$ cat config.mk
export PLATFORM = sky130hd
export DESIGN_NAME = pira_reg_access
export DESIGN_NICKNAME = d
export VERILOG_FILES = /design/src/logic/pira_user_bank.v /design/src/logic/pira_reg_access.v
export VERILOG_INCLUDE_DIRS = /design/src /design/src/include
export SDC_FILE = /design/constraint.sdc
export NUM_CORES = 1
export LEC_CHECK = 0
export ABC_AREA = 1
export BUFFER_PORTS_ARGS = -buffer_cell sky130_fd_sc_hd__buf_2
export CAP_MARGIN = 10
export CORE_MARGIN = 3
export CORE_UTILIZATION = 40
export DETAILED_ROUTE_END_ITERATION = 12
export PLACE_DENSITY = 0.65
export SLEW_MARGIN = 20
export SYNTH_ARGS = -nofsm -noshare
export SYNTH_HDL_FRONTEND = slang
export SYNTH_SLANG_ARGS = --single-unit
$ cat constraint.sdc
create_clock -name ref_clk_in -period 3.9 [get_ports ref_clk_in]
set_input_delay 0 -clock ref_clk_in [delete_from_list [all_inputs] [get_ports ref_clk_in]]
set_output_delay 0 -clock ref_clk_in [all_outputs]
set_load 0.01 [all_outputs]
$ cat src/include/pira_defines.vh
// constants for the process image register access block
`ifndef PIRA_DEFINES_VH
`define PIRA_DEFINES_VH
`define PIRA_CTL_REG_BIT 7
`define PIRA_CTL_WR_BIT 6
`define PIRA_CTL_NUM_MSB 5
`define PIRA_CTL_NUM_LSB 0
`define PIRA_NUM_REVISION 6'h09
`define PIRA_NUM_UNLOCK 6'h1F
`define PIRA_NUM_FEATURE 6'h20
`define PIRA_UNLOCK_CODE 16'h1235
`define PIRA_ZERO_WORD 16'h0000
`define PIRA_ZERO_BYTE 8'h00
`define PIRA_USER_FIRST 6'h20
`define PIRA_USER_COUNT 32
`endif

$ cat src/logic/pira_user_bank.v
// protected user register bank with shadow copy reloaded at soft restart
`timescale 1ns/1ns
`default_nettype none
`include "pira_defines.vh"
module pira_user_bank #(
    parameter COUNT = `PIRA_USER_COUNT,
    parameter [15:0] FEATURE_RESET = 16'h0000
) (
    // clock and reset
    input wire ref_clk_in,
    input wire srst_in,
    // access
    input wire wr_en_in,
    input wire [4:0] idx_in,
    input wire [15:0] wdata_in,
    input wire [4:0] ridx_in,
    output wire [15:0] rdata_out,
    // word in force, first slot is the feature word
    output wire [15:0] active_feature_out
);
    reg [15:0] store_reg [0:COUNT-1];
    reg [15:0] active_reg;
    integer i;
    // stored words survive srst, which stands for a soft restart only
    always @(posedge ref_clk_in) begin
        if (wr_en_in) begin
            store_reg[idx_in] <= wdata_in;
        end
    end
    initial begin
        for (i = 0; i < COUNT; i = i + 1) begin
            store_reg[i] = (i == 0) ? FEATURE_RESET : `PIRA_ZERO_WORD;
        end
    end
    // in-force copy reloads only at restart, not on write
    always @(posedge ref_clk_in) begin
        if (srst_in) begin
            active_reg <= store_reg[0];
        end
    end
    assign rdata_out = store_reg[ridx_in];
    assign active_feature_out = active_reg;
endmodule
`default_nettype wire

$ cat src/logic/pira_reg_access.v
// register access through cyclic process data
`timescale 1ns/1ns
`default_nettype none
`include "pira_defines.vh"
module pira_reg_access #(
    parameter [15:0] REVISION = 16'h3030, // arbitrary value
    parameter [15:0] FEATURE_RESET = 16'h0000
) (
    // clock and reset
    input wire ref_clk_in,
    input wire srst_in,
    // host to terminal process image
    input wire [7:0] ctrl_byte_in,
    input wire [7:0] host_to_terminal_hi_in,
    input wire [7:0] host_to_terminal_lo_in,
    // normal process data when register mode is off
    input wire [7:0] proc_status_in,
    input wire [15:0] proc_word_in,
    // terminal to host process image
    output reg [7:0] status_byte_out,
    output reg [7:0] terminal_to_host_hi_out,
    output reg [7:0] terminal_to_host_lo_out,
    // protection and feature word in force
    output reg unlocked_out,
    output reg [15:0] feature_active_out
);
    localparam ST_IDLE = 2'b01;
    localparam ST_DONE = 2'b10;
    reg [1:0] state_reg;
    reg [1:0] state_next;
    reg [15:0] code_reg;
    reg [7:0] last_ctrl_reg;
    wire reg_mode = ctrl_byte_in[`PIRA_CTL_REG_BIT];
    wire is_write = ctrl_byte_in[`PIRA_CTL_WR_BIT];
    wire [5:0] num =
        ctrl_byte_in[`PIRA_CTL_NUM_MSB:`PIRA_CTL_NUM_LSB];
    wire [15:0] wword =
        {host_to_terminal_hi_in, host_to_terminal_lo_in};
    wire unlocked = (code_reg == `PIRA_UNLOCK_CODE);
    wire [15:0] bank_rdata;
    wire [15:0] bank_feature;

    function is_user;
        input [5:0] n;
        begin
            is_user = (n >= `PIRA_USER_FIRST);
        end
    endfunction

    // new request on entering register mode or on a control byte change within it, so a held one runs once
    wire new_req = reg_mode && (state_reg == ST_IDLE ||
        ctrl_byte_in != last_ctrl_reg);
    wire bank_wr = new_req && is_write && is_user(num) &&
        unlocked;

    pira_user_bank #(
        .COUNT(`PIRA_USER_COUNT),
        .FEATURE_RESET(FEATURE_RESET)
    ) u_bank (
        .ref_clk_in(ref_clk_in),
        .srst_in(srst_in),
        .wr_en_in(bank_wr),
        .idx_in(num[4:0]),
        .wdata_in(wword),
        .ridx_in(num[4:0]),
        .rdata_out(bank_rdata),
        .active_feature_out(bank_feature)
    );

    always @* begin
        state_next = state_reg;
        case (state_reg)
            ST_IDLE: begin
                if (new_req) begin
                    state_next = ST_DONE;
                end
            end
            ST_DONE: begin
                if (!reg_mode) begin
                    state_next = ST_IDLE;
                end
            end
            default: begin
                state_next = ST_IDLE;
            end
        endcase
    end

    always @(posedge ref_clk_in) begin
        if (srst_in) begin
            state_reg <= ST_IDLE;
            code_reg <= `PIRA_ZERO_WORD;
            last_ctrl_reg <= `PIRA_ZERO_BYTE;
            status_byte_out <= `PIRA_ZERO_BYTE;
            terminal_to_host_hi_out <= `PIRA_ZERO_BYTE;
            terminal_to_host_lo_out <= `PIRA_ZERO_BYTE;
            unlocked_out <= 1'b0;
            feature_active_out <= FEATURE_RESET;
        end else begin
            state_reg <= state_next;
            last_ctrl_reg <= ctrl_byte_in;
            unlocked_out <= unlocked;
            feature_active_out <= bank_feature;
            if (!reg_mode) begin
                status_byte_out <= proc_status_in;
                terminal_to_host_hi_out <= proc_word_in[15:8];
                terminal_to_host_lo_out <= proc_word_in[7:0];
            end else if (new_req && is_write) begin
                // register 31 always writable; value decides lock
                if (num == `PIRA_NUM_UNLOCK) begin
                    code_reg <= wword;
                end
                // word left stale, host must discard it
                status_byte_out <= {ctrl_byte_in[7],
                    1'b0, ctrl_byte_in[5:0]};
            end else if (new_req) begin
                status_byte_out <= ctrl_byte_in;
                if (num == `PIRA_NUM_REVISION) begin
                    terminal_to_host_hi_out <= REVISION[15:8];
                    terminal_to_host_lo_out <= REVISION[7:0];
                end else if (num == `PIRA_NUM_UNLOCK) begin
                    terminal_to_host_hi_out <= code_reg[15:8];
                    terminal_to_host_lo_out <= code_reg[7:0];
                end else if (is_user(num)) begin
                    terminal_to_host_hi_out <= bank_rdata[15:8];
                    terminal_to_host_lo_out <= bank_rdata[7:0];
                end else begin
                    terminal_to_host_hi_out <= `PIRA_ZERO_BYTE;
                    terminal_to_host_lo_out <= `PIRA_ZERO_BYTE;
                end
            end
        end
    end
endmodule
`default_nettype wire

# Yosys cells after proc, flatten, opt, wreduce, memory -nomap -nowiden

Memory sizes are Yosys's and may differ from the RTL's. A register that Yosys moved wholly into a read port is not among the register bits.
Index checks and enable logic that the tools add are counted.

Input port bits: 50
Word-level logic and storage cells: 49
RAM bits: 512
Memories kept: 1
Flip-flop bits (word level): 67
Output and inout port bits: 41

Memories:

| name             | depth | bits a word | rd ports | clocked after Yosys merged registers in | wr ports | RTL line            | source |
|---|---|---|---|---|---|---|---|
| u_bank.store_reg | 32    | 16          | 2        | 1                                       | 1        | pira_user_bank.v:21 | `reg [15:0] store_reg [0:COUNT-1];` |

Muxes and demuxes: 20
$lt $le $gt $ge: 1
Reductions and logical operators: 8
Equal/unequal tests: 11

Operator list:

| kind                                                                     | count |
|---|---|
| 8-bit 2-to-1 mux                                                         | 15 |
| 16-bit by 13-bit equality test with 1-bit output (second input constant) | 1 |
| 8-bit != test                                                            | 1 |
| 6-bit by 4-bit equality test with 1-bit output (second input constant)   | 1 |
| 6-bit by 5-bit equality test with 1-bit output (second input constant)   | 1 |
| 6-bit >= comparator (second input constant)                              | 1 |
| 2-bit != test (second input constant)                                    | 3 |
| 1-bit logical AND                                                        | 4 |
| 2-bit 2-to-1 mux                                                         | 2 |
| 2-bit one-hot mux with 2 select lines                                    | 1 |
| 2-bit AND reduction                                                      | 2 |
| 3-bit by 1-bit != test with 1-bit output (second input constant)         | 1 |
| 3-bit AND reduction                                                      | 1 |
| 2-bit by 1-bit equality test with 1-bit output (second input constant)   | 1 |
| 2-bit equality test (second input constant)                              | 1 |
| 1-bit 2-to-1 mux                                                         | 2 |
| 2-bit by 1-bit != test with 1-bit output (second input constant)         | 1 |
| 1-bit logical OR                                                         | 1 |

# Depth between registers and ports, before layout

Gate-level depths: netlist (run 1).

Word-level depth: 8
Depth in mapped cells: 16
Gate-level depth less buffers: 15

# Hierarchy

A second synthesis (run 1) with hierarchy kept.

Cell total of the unflattened synthesis: 2239
Area, all modules: 24526.0 um^2

By module, submodules not included:

| module          | sequential area each (um^2) | area an instance (um^2) | instances | cells each |
|---|---|---|---|---|
| pira_user_bank  | 15855.2                     | 21461.8                 | 1         | 1794 |
| pira_reg_access | 1341.3                      | 3064.2                  | 1         | 445 |

# Worst setup path before layout (run 1)

Ideal clock, no wire load.

Path kind: flip-flop to flip-flop
From: reg last_ctrl_reg[3]
To: mem u_bank.store_reg[12][0], enable pin
Clock period less this slack: 2.396 ns
Buffers on the path: 0
Slack: 1.504 ns
Setup time: 0.388 ns
Required time: 3.512 ns
Stages on the path, launching flop included: 11
Data arrival time: 2.008 ns
Path through: dfxtp_1 or2_2 nand3_1 nor2_1 nand3_2 nand2_2 nor2_1 nand2_1 nor2_1 nand2_1 nor2_1

Cells in the longest elaborated chain, start to end: 8

RTL lines:

| element                                | RTL line              | source |
|---|---|---|
| start: declaration                     | pira_reg_access.v:32  | `reg [7:0] last_ctrl_reg;` |
| start signal: assignment               | pira_reg_access.v:93  | `` last_ctrl_reg <= `PIRA_ZERO_BYTE; `` |
| start signal: assignment               | pira_reg_access.v:101 | `last_ctrl_reg <= ctrl_byte_in;` |
| 8-bit != test                          | pira_reg_access.v:52  | `ctrl_byte_in != last_ctrl_reg);` |
| 1-bit logical OR                       | pira_reg_access.v:51  | `wire new_req = reg_mode && (state_reg == ST_IDLE \|\|` |
| 1-bit logical AND                      | pira_reg_access.v:51  |  |
| 1-bit logical AND (3 in a row)         | pira_reg_access.v:53  | `wire bank_wr = new_req && is_write && is_user(num) &&` |
| 1-bit 2-to-1 mux                       | pira_user_bank.v:26   | `if (wr_en_in) begin` |
| 1-bit 2-to-1 mux (not written as such) | pira_user_bank.v:27   | `store_reg[idx_in] <= wdata_in;` |
| end: declaration                       | pira_user_bank.v:21   |  |

No other way between the ends.

# Worst setup path in the final report (run 1)

From: in ctrl_byte_in[1]
To: reg terminal_to_host_lo_out[4]

Cells in the longest elaborated chain, start to end: 7
Elaborated cells between the ends (all ways): 17
Those cells by class: order compare: 1; eq/ne: 5; mux: 6; reduce/logical: 4; memory: 1

RTL lines:

| element                                                               | RTL line              | source |
|---|---|---|
| start: declaration                                                    | pira_reg_access.v:13  | `input wire [7:0] ctrl_byte_in,` |
| memory read 32 x 16 bit / 6-bit >= comparator (equally long branches) | n/a                   |  |
| 8-bit 2-to-1 mux                                                      | pira_reg_access.v:124 | `end else if (is_user(num)) begin` |
| 8-bit 2-to-1 mux                                                      | pira_reg_access.v:121 | `` end else if (num == `PIRA_NUM_UNLOCK) begin `` |
| 8-bit 2-to-1 mux                                                      | pira_reg_access.v:118 | `` if (num == `PIRA_NUM_REVISION) begin `` |
| 8-bit 2-to-1 mux                                                      | pira_reg_access.v:116 | `end else if (new_req) begin` |
| 8-bit 2-to-1 mux                                                      | pira_reg_access.v:108 | `end else if (new_req && is_write) begin` |
| 8-bit 2-to-1 mux                                                      | pira_reg_access.v:104 | `if (!reg_mode) begin` |
| end signal: assignment                                                | pira_reg_access.v:107 | `terminal_to_host_lo_out <= proc_word_in[7:0];` |
| end signal: assignment                                                | pira_reg_access.v:120 | `terminal_to_host_lo_out <= REVISION[7:0];` |
| end signal: assignment                                                | pira_reg_access.v:123 | `terminal_to_host_lo_out <= code_reg[7:0];` |
| end: declaration                                                      | pira_reg_access.v:22  | `output reg [7:0] terminal_to_host_lo_out,` |

Parallel ways exist; a longest one is shown, timed or not. The select of a mux whose other input is x is not followed.
A chain may end at the register's enable or synchronous reset.

==> run summary, run 1 <==
The ratio of total power to cell area is 492 nW/µm². The most used flip-flop cell after synthesis is sky130_fd_sc_hd__edfxtp_1. The register with the most flip-flops in the layout has 512 of them. The total nets after synthesis is 2,430, and the fraction of final layout cells with drive strength greater than 1 is 9.97%. The switching power summed over all nets came out at 3.10 mW. Once the clock tree was built, the resizer swapped 0 gates to a different size. The internal portion of the total power is 10.9 mW. Post-placement setup slack: 1.22 ns.

At the end of routability-driven placement, the weighted congestion stood at 0.925. sky130_fd_sc_hd__edfxtp_1 takes more of the synthesized area than any other cell. The sort of element at the start of the critical path is an input pin. Once detailed placement completed, the half-perimeter wirelength came to 39.8 mm. Synthesis inferred 595 register bits. The latest clock arrival within the worst-skew pair is 0.62 ns, and the clock share of power is 43.7%.

Setup violations remaining at the end of the flow were counted as 0. The worst hold path cell count was 1; the hold violation total from the final report was 0. The netlist uses 28 different library cells. Headroom to the max-slew limit came out at 29.3%. The relative contribution of sequential cells to total power is 49.9%.

The average cell area after synthesis was 10.2 µm². IR analysis of the VDD net gives a maximum drop of 0.392 mV. In the synthesized netlist, the cells that appear most often are sky130_fd_sc_hd__nand2_1 (1,293), sky130_fd_sc_hd__edfxtp_1 (528), sky130_fd_sc_hd__nor2_1 (105), sky130_fd_sc_hd__nand3_1 (78), sky130_fd_sc_hd__inv_1 (75). The die boundary height works out to 253 µm. The tools report the starting density of the core as 40.9%. Summed over all layers, the global routing overflow is 0. The origin of the critical flop-to-flop path is last_ctrl_reg[3]$_SDFF_PP0_. The number of rows created at floorplan is 89, and the number of detailed-routing iterations run before antenna repair is 5. The tools report the setup fix buffers added after clock tree synthesis as 0. Data on the critical path is required at its endpoint by 4.45 ns. Pin placement for this block handled 91 I/O pins.

The clock passes through at most 3 buffers. The kind of critical path is input pin to register. The per-cell routed wire length came out at 19.9 µm. Vias per cell: 5.12. TritonCTS built the clock tree. Dividing the final minimum period by the clock period gives 82.0%. Relative area change from synthesis to final layout: 16.8%. Timing would allow up to 313 MHz. The number of global-route vias before repair came out at 16,800. After synthesis, the cell types taking the most area are sky130_fd_sc_hd__edfxtp_1 (65%), sky130_fd_sc_hd__nand2_1 (20%), sky130_fd_sc_hd__dfxtp_1 (5.5%), sky130_fd_sc_hd__nor2_1 (1.6%), sky130_fd_sc_hd__nand3_1 (1.6%). The startpoint of the worst hold path was host_to_terminal_lo_in[5]. Synthesis handed over a netlist of 2,380 instances. The worst clock skew came out at 0.0227 ns. The share of total power dissipated in combinational logic is 6.4%. Measured in cells, the most critical reg-to-reg path has a length of 11. Yosys mapped a number of flops with a built-in enable equal to 528.

Setup slack closes at 0.703 ns. Share of flip-flops with an asynchronous set or reset after synthesis: 0%. The flow ran to the end, and the final reports show no timing, DRC or antenna violations. Dominant cell by count in the synthesized netlist: sky130_fd_sc_hd__nand2_1. The logs give 0.0513 ns for the worst hold slack across all endpoints and 0 for the count of yosys warnings during synthesis. The number of antenna violations at the first check in global routing was 1. Data on the critical path arrives at its endpoint at 3.74 ns. Summed over all layers, the routed wires come to 67.1 mm. The shortest clock period the worst path allows after layout works out to 3.20 ns. The total of max-cap violations was 0; the number of H-tree levels was 2. The routed layout has 17,200 vias.

The share of synthesized area in the top cell type comes to 65.1%. The largest net degree at the start of global routing is 92. The worst register-to-register path has a setup slack of 1.24 ns. The area of the die is 63,900 µm², and the synthesized area is 24,400 µm². Clock-pin slew was measured on the worst setup and hold paths at 0.06 ns.

Counting every sink on the clock net gives 595. Buffers placed on the I/O ports in this run total 90. The global-route usage over all layers was 21.0%; the leakage component of the power was 11.6 nW. CTS buffer count: 59. The clock root buffer is sky130_fd_sc_hd__clkbuf_16. The final cell utilization of the core is 47.7%, and the final layout net count is 2,589. Summed over all failing endpoints, the final setup total negative slack is 0 ns.

The number of violations reported at the end of detailed-routing iteration 0 came out at 1,892. The path class of the tightest hold or removal check is input pin to register. The tools report the max-slew violation count as 0.

The post-route antenna net violation count came out at 0. Buffers inserted to repair hold after CTS numbered 60. After floorplanning, the core was sized to cover 59,600 µm².

Setup repair after global routing left no endpoint under its margin. The die is 253 µm wide. At the pin with the least slew margin, the transition time is 1.06 ns. The first global-routing pass estimated 101 mm of wire. Of all nets on the critical path, the largest fanout is 91. The net switching fraction of the power is 22.2%.

The tools report the number of remaining DRC errors as 0. Source of the critical timing path: ctrl_byte_in[1]. The critical path endpoint category was a register. The sequential area share after synthesis is 70.6%.
[power by group through the flow]
stage | Sequential (mW) | Clock (mW) | Combinational, mW
after global routing | 6.98 | 6.45 | 0.978
after CTS | 6.98 | 6.20 | 0.889
after global placement | 7.11 | 0 | 0.825
final | 6.98 | 6.11 | 0.899
after floorplan | 7.12 | 0 | 0.436
after detailed placement | 7.11 | 0 | 0.832
[final timing paths]
check | to
max reg2reg | u_bank.store_reg[12][12]$_DFFE_PP_
max | terminal_to_host_lo_out[4]$_SDFFE_PP0P_
min | u_bank.store_reg[1][5]$_DFFE_PP_
min reg2reg | feature_active_out[8]$_SDFF_PP0_
[worst max-delay path, cell delays in order]
cell                            delay [ns]
sky130_fd_sc_hd__dlygate4sd3_1        0.54
sky130_fd_sc_hd__buf_4                0.22
sky130_fd_sc_hd__inv_4                0.31
sky130_fd_sc_hd__buf_4                0.84
sky130_fd_sc_hd__nand2_1              0.14
sky130_fd_sc_hd__nand2_1              0.10
sky130_fd_sc_hd__nand2_1              0.07
sky130_fd_sc_hd__nand2_1              0.14
sky130_fd_sc_hd__nand2_1              0.09
sky130_fd_sc_hd__nand2_1              0.12
sky130_fd_sc_hd__inv_1                0.05
sky130_fd_sc_hd__nand2_1              0.10
sky130_fd_sc_hd__nand2_1              0.06
sky130_fd_sc_hd__nand2_1              0.09
sky130_fd_sc_hd__nand2_1              0.05
sky130_fd_sc_hd__dlygate4sd3_1        0.54
sky130_fd_sc_hd__a21oi_1              0.15
[cell families after synthesis]
logic type	share of synthesized area (%)
xor+xnor	0.144
simple gates	23.6
flops	70.6
compound gates	2.08
buf+inv	3.52
[final cells by class]
class,instances,area [µm²]
clock buffer,65,1520
antenna,1,2.50
inverter,80,308
timing repair buffer,212,1550
tap,773,967
clock inverter,46,582
fill,5286,31100
multi-input combinational,1591,6310
sequential,595,17200
[cells in the final DEF, fill, tap and decap left out, types with 60 or more instances in the layout]
cell type	instances
sky130_fd_sc_hd__dfxtp_1	67
sky130_fd_sc_hd__nand2_1	1293
sky130_fd_sc_hd__edfxtp_1	528
sky130_fd_sc_hd__inv_1	75
sky130_fd_sc_hd__nand3_1	78
sky130_fd_sc_hd__nor2_1	104
sky130_fd_sc_hd__buf_2	88
sky130_fd_sc_hd__dlygate4sd3_1	60
sky130_fd_sc_hd__a21oi_1	74
sky130_fd_sc_hd__buf_4	61
sky130_fd_sc_hd__clkbuf_16	60
[metal layers]
layer / vias to the layer above / track usage [%] / part of all wire, % / routed length (µm)
met5: - / 0 / 0 / 0
met2: 725 / 34.2 / 47 / 31800
met3: 162 / 3.59 / 7.8 / 5260
met4: 0 / 8.77 / 4.0 / 2690
met1: 8256 / 27.8 / 41 / 27300
li1: 8084 / - / - / -
[stage by stage]
step | cell area, µm² | std cells | power, mW
2_1_floorplan | 24400 | 2380 | 7.56
3_3_place_gp | 25700 | 3191 | 7.94
3_5_place_dp | 25700 | 3191 | 7.94
4_1_cts | 28400 | 3362 | 14.1
5_1_grt | 28400 | 3362 | 14.4
6_report | 28400 | 3363 | 14.0
Note: power is estimated with default switching activity, not from simulation.
==> run 2: changes to the inputs <==
Clock period 3.9 ns to 3.1 ns, I/O delays scaled along.
==> run 2 against run 1 <==
  * Final area is essentially flat
  * Flip-flop and latch count stayed put
  * Global-route usage increased by 0.094 points
  * Utilization hardly changed
  * Critical path type unchanged
  * Hold slack worse by 0.043 ns
  * Via count up 0.19%
  * Die area stayed put
  * Cell count grew 0.27%
==> run summary, run 2 (same netlist as run 1, synthesis figures left out) <==
The flow ran to the end, and the final reports show no timing, DRC or antenna violations. The tools report the number of violations reported at the end of detailed-routing iteration 0 as 2,045 (+8.1%). For the largest net degree at the start of global routing, the log shows 128 (+39%). The die outline width came out at 253 µm (unchanged).

The tools report the max-slew violation count as 0 (unchanged). The total detailed-routing wirelength was 67.5 mm (+0.59%). The worst hold path cell count was 3 (+2). The count of cells along the worst register-to-register path is 11 (unchanged).

The logs give 25,800 µm² (+0.25%) for the area after detailed placement and 0 (unchanged) for the post-route antenna net violation count. For the number of remaining DRC errors, the log shows 0 (unchanged). The number of inserted diodes is 0 (-1), and the multi-input gate area in the final layout is 6310 µm² (about the same).

The logs give 6 (+1) for the number of detailed-routing iterations run before antenna repair and 0 (unchanged) for the setup violation total in the final timing report. The accumulated negative setup slack was 0 ns (unchanged); the number of I/O port buffers was 90 (unchanged). The per-cell routed wire length was 20.0 µm (+0.33%). The final RePlAce weighted congestion came out at 0.959 (+3.7%). For the CTS buffer count, the log shows 59 (unchanged). The leakage component of the power was 11.6 nW (-0.11%). The tools report the number of global-route vias before repair as 16,800 (-0.33%). TritonCTS built the clock tree. The filler-free cell count of the finished design was 3,372 (+0.27%); the clock slew at the register clock pins of the worst setup and hold paths was 0.06 ns (about the same).

The number of antenna violations at the first check in global routing is 3 (+2), and the relative area change from synthesis to final layout is 16.8% (about the same). The run gives 21.0% (+0.094 points) as the global-route usage over all layers. Traced cell by cell, the critical path runs through dlygate4sd3_1, buf_4, buf_4, nand2_1, nand2_1, nand2_1, nand2_1, nand2_1, nand2_1, inv_1, nand2_1, nand2_1, nand2_1, nand2_1, a21oi_1, dlygate4sd3_1. The logs give 0.0179 ns (-0.00480 ns) for the worst clock skew and 0.242 ns (-0.461 ns) for the final worst-path setup slack. The fraction of final layout cells with drive strength greater than 1 was 10.0% (+0.077 points); the highest cell delay on the worst timing path was 0.73 ns (-0.11 ns).

The library cell used most frequently in the layout, excluding fill and tap cells, is sky130_fd_sc_hd__nand2_1. Setup repair after global routing left no endpoint under its margin. The area of the die came out at 63,900 µm² (unchanged).

The tools report the final layout net count as 2,598 (+0.35%). For the hold violation total from the final report, the log shows 0 (unchanged). CTS sink count: 595 (unchanged). The logs give 101 mm (-0.32%) for the global-route wire length before repair and 0.498 ns (-0.726 ns) for the post-placement setup slack.

Kind of critical path: input pin to register. The run gives 30.2% (+0.91 points) as the worst-case headroom to the max-slew limit. The critical path buffer and inverter count is 5 (-1), and the number of rows created at floorplan is 89 (unchanged). Among the stages of the critical path, the cell type that occurs most often is sky130_fd_sc_hd__nand2_1. The number of instances in the placed design came out at 3,197 (+0.19%).

The flip-flop count of the largest register after layout was 512 (unchanged). After layout, the worst path uses 92.2% of the clock period. Clock tree buffer depth: 3 (unchanged). For the final design instance area without fill, the log shows 28,400 µm² (about the same). For the core area, the log shows 59,600 µm² (unchanged). The fill cell instance count of the final layout was 5,304 (+0.34%). The routed via count came out at 17,300 (+0.19%).

The die boundary height is 253 µm (unchanged). The critical path endpoint category was a register. The tools report the required arrival time at the worst endpoint as 3.66 ns (-0.79 ns).

The number of primary I/O pins was 91 (unchanged); the overall power of the completed layout was 17.3 mW (+24%). For this design, the slowest cell found on the critical path is sky130_fd_sc_hd__buf_4. Based on the critical path, the design can be clocked at up to 350 MHz.

The clock period could shrink to 2.86 ns. Type of the most critical hold path: input pin to register. For the total of max-cap violations, the log shows 0 (unchanged). The instance count on the critical path came out at 16 (-1). The worst setup path is launched from an input pin. The cell sitting at the root of the clock tree is a sky130_fd_sc_hd__clkbuf_16. The run gives 0.516 mV (+31%) as the maximum resistive drop on vdd. Vias per cell: 5.12 (about the same). The total half-perimeter wirelength after legalization and detailed placement came out at 40.0 mm (+0.58%). The ratio of total power to cell area was 607 nW/µm² (+23%). The starting density of the core came out at 40.9% (unchanged). The register cell area after layout is 17,200 µm² (unchanged). The tools report the latest clock arrival within the worst-skew pair as 0.63 ns (about the same). Slew at the pin with the worst max-slew slack: 1.05 ns (-0.0137 ns).

The global route total overflow is 0 (unchanged), and the maximum fanout along the worst path is 64 (-30%). The category of cells accounting for the largest share of critical-path delay is buffers and inverters. Data arrival at the endpoint of the critical path: 3.42 ns (-0.32 ns). The library cells used most frequently in the layout, excluding fill and tap cells, are sky130_fd_sc_hd__nand2_1 (1,293), sky130_fd_sc_hd__edfxtp_1 (528), sky130_fd_sc_hd__nor2_1 (104).

Number of H-tree levels: 2 (unchanged).
-- run 2: final timing paths --
path,startpoint,end,slack [ns]
worst max-delay path,ctrl_byte_in[1],terminal_to_host_lo_out[6]$_SDFFE_PP0P_,0.24
worst min-delay path,ctrl_byte_in[0],last_ctrl_reg[0]$_SDFF_PP0_,0.009
worst max register to register,last_ctrl_reg[3]$_SDFF_PP0_,u_bank.store_reg[6][7]$_DFFE_PP_,0.34
worst min register to register,u_bank.active_feature_out[1]$_DFFE_PP_,feature_active_out[1]$_SDFF_PP0_,0.45
-- run 2: worst register-to-register path, stage by stage (launching register included) --
cell and delay, ns:
sky130_fd_sc_hd__dfxtp_1 0.31, sky130_fd_sc_hd__or2_2 0.29, sky130_fd_sc_hd__nand3_1 0.09, sky130_fd_sc_hd__nor2_1 0.05, sky130_fd_sc_hd__nand3_2 0.12, sky130_fd_sc_hd__nand2_2 0.10, sky130_fd_sc_hd__nor2_1 0.16, sky130_fd_sc_hd__nand2_1 0.19
sky130_fd_sc_hd__inv_1 0.27, sky130_fd_sc_hd__nand2_1 0.17, sky130_fd_sc_hd__nor2_1 0.41, sky130_fd_sc_hd__buf_4 0.30
-- run 2: final cells by class --
| cell class | instances | area share, % |
|---|---|---|
| clock buffers | 69 | 5.46 |
| repair buffers | 221 | 5.81 |
| flip-flops and latches | 595 | 60.5 |
| clock inverters | 43 | 1.62 |
| multi-input cells | 1591 | 22.2 |
| inverters | 80 | 1.08 |
| well taps | 773 | 3.40 |
-- run 2: power breakdown --
group | switching [mW] | total [mW] | internal [mW]
Clock | 3.07 | 7.34 | 4.27
Combinational | 0.829 | 1.15 | 0.325
Sequential | 0.0204 | 8.78 | 8.76
-- run 2: what timing repair did --
item	in CTS	in global routing
hold buffers	63	0
buffers inserted	0	0
endpoints found under the hold margin	42	0
endpoints found under the setup margin	0	7
resized for setup	0	1
-- run 2: metal layers --
metal | wire (µm) | track usage (%) | vias up
li1 | - | - | 8117
met1 | 27100 | 27.9 | 8244
met2 | 32500 | 34.7 | 746
met3 | 5510 | 3.55 | 153
met5 | 0 | 0 | -
met4 | 2380 | 8.30 | 0
-- run 2: per-stage QoR --
step	hold WS (ns)	utilization, %
after CTS	0.0354	47.7
after floorplan	0.0989	-
final	0.00857	47.7
after global placement	0.252	43.3
after global routing	0.0588	47.7
after detailed placement	0.268	43.3
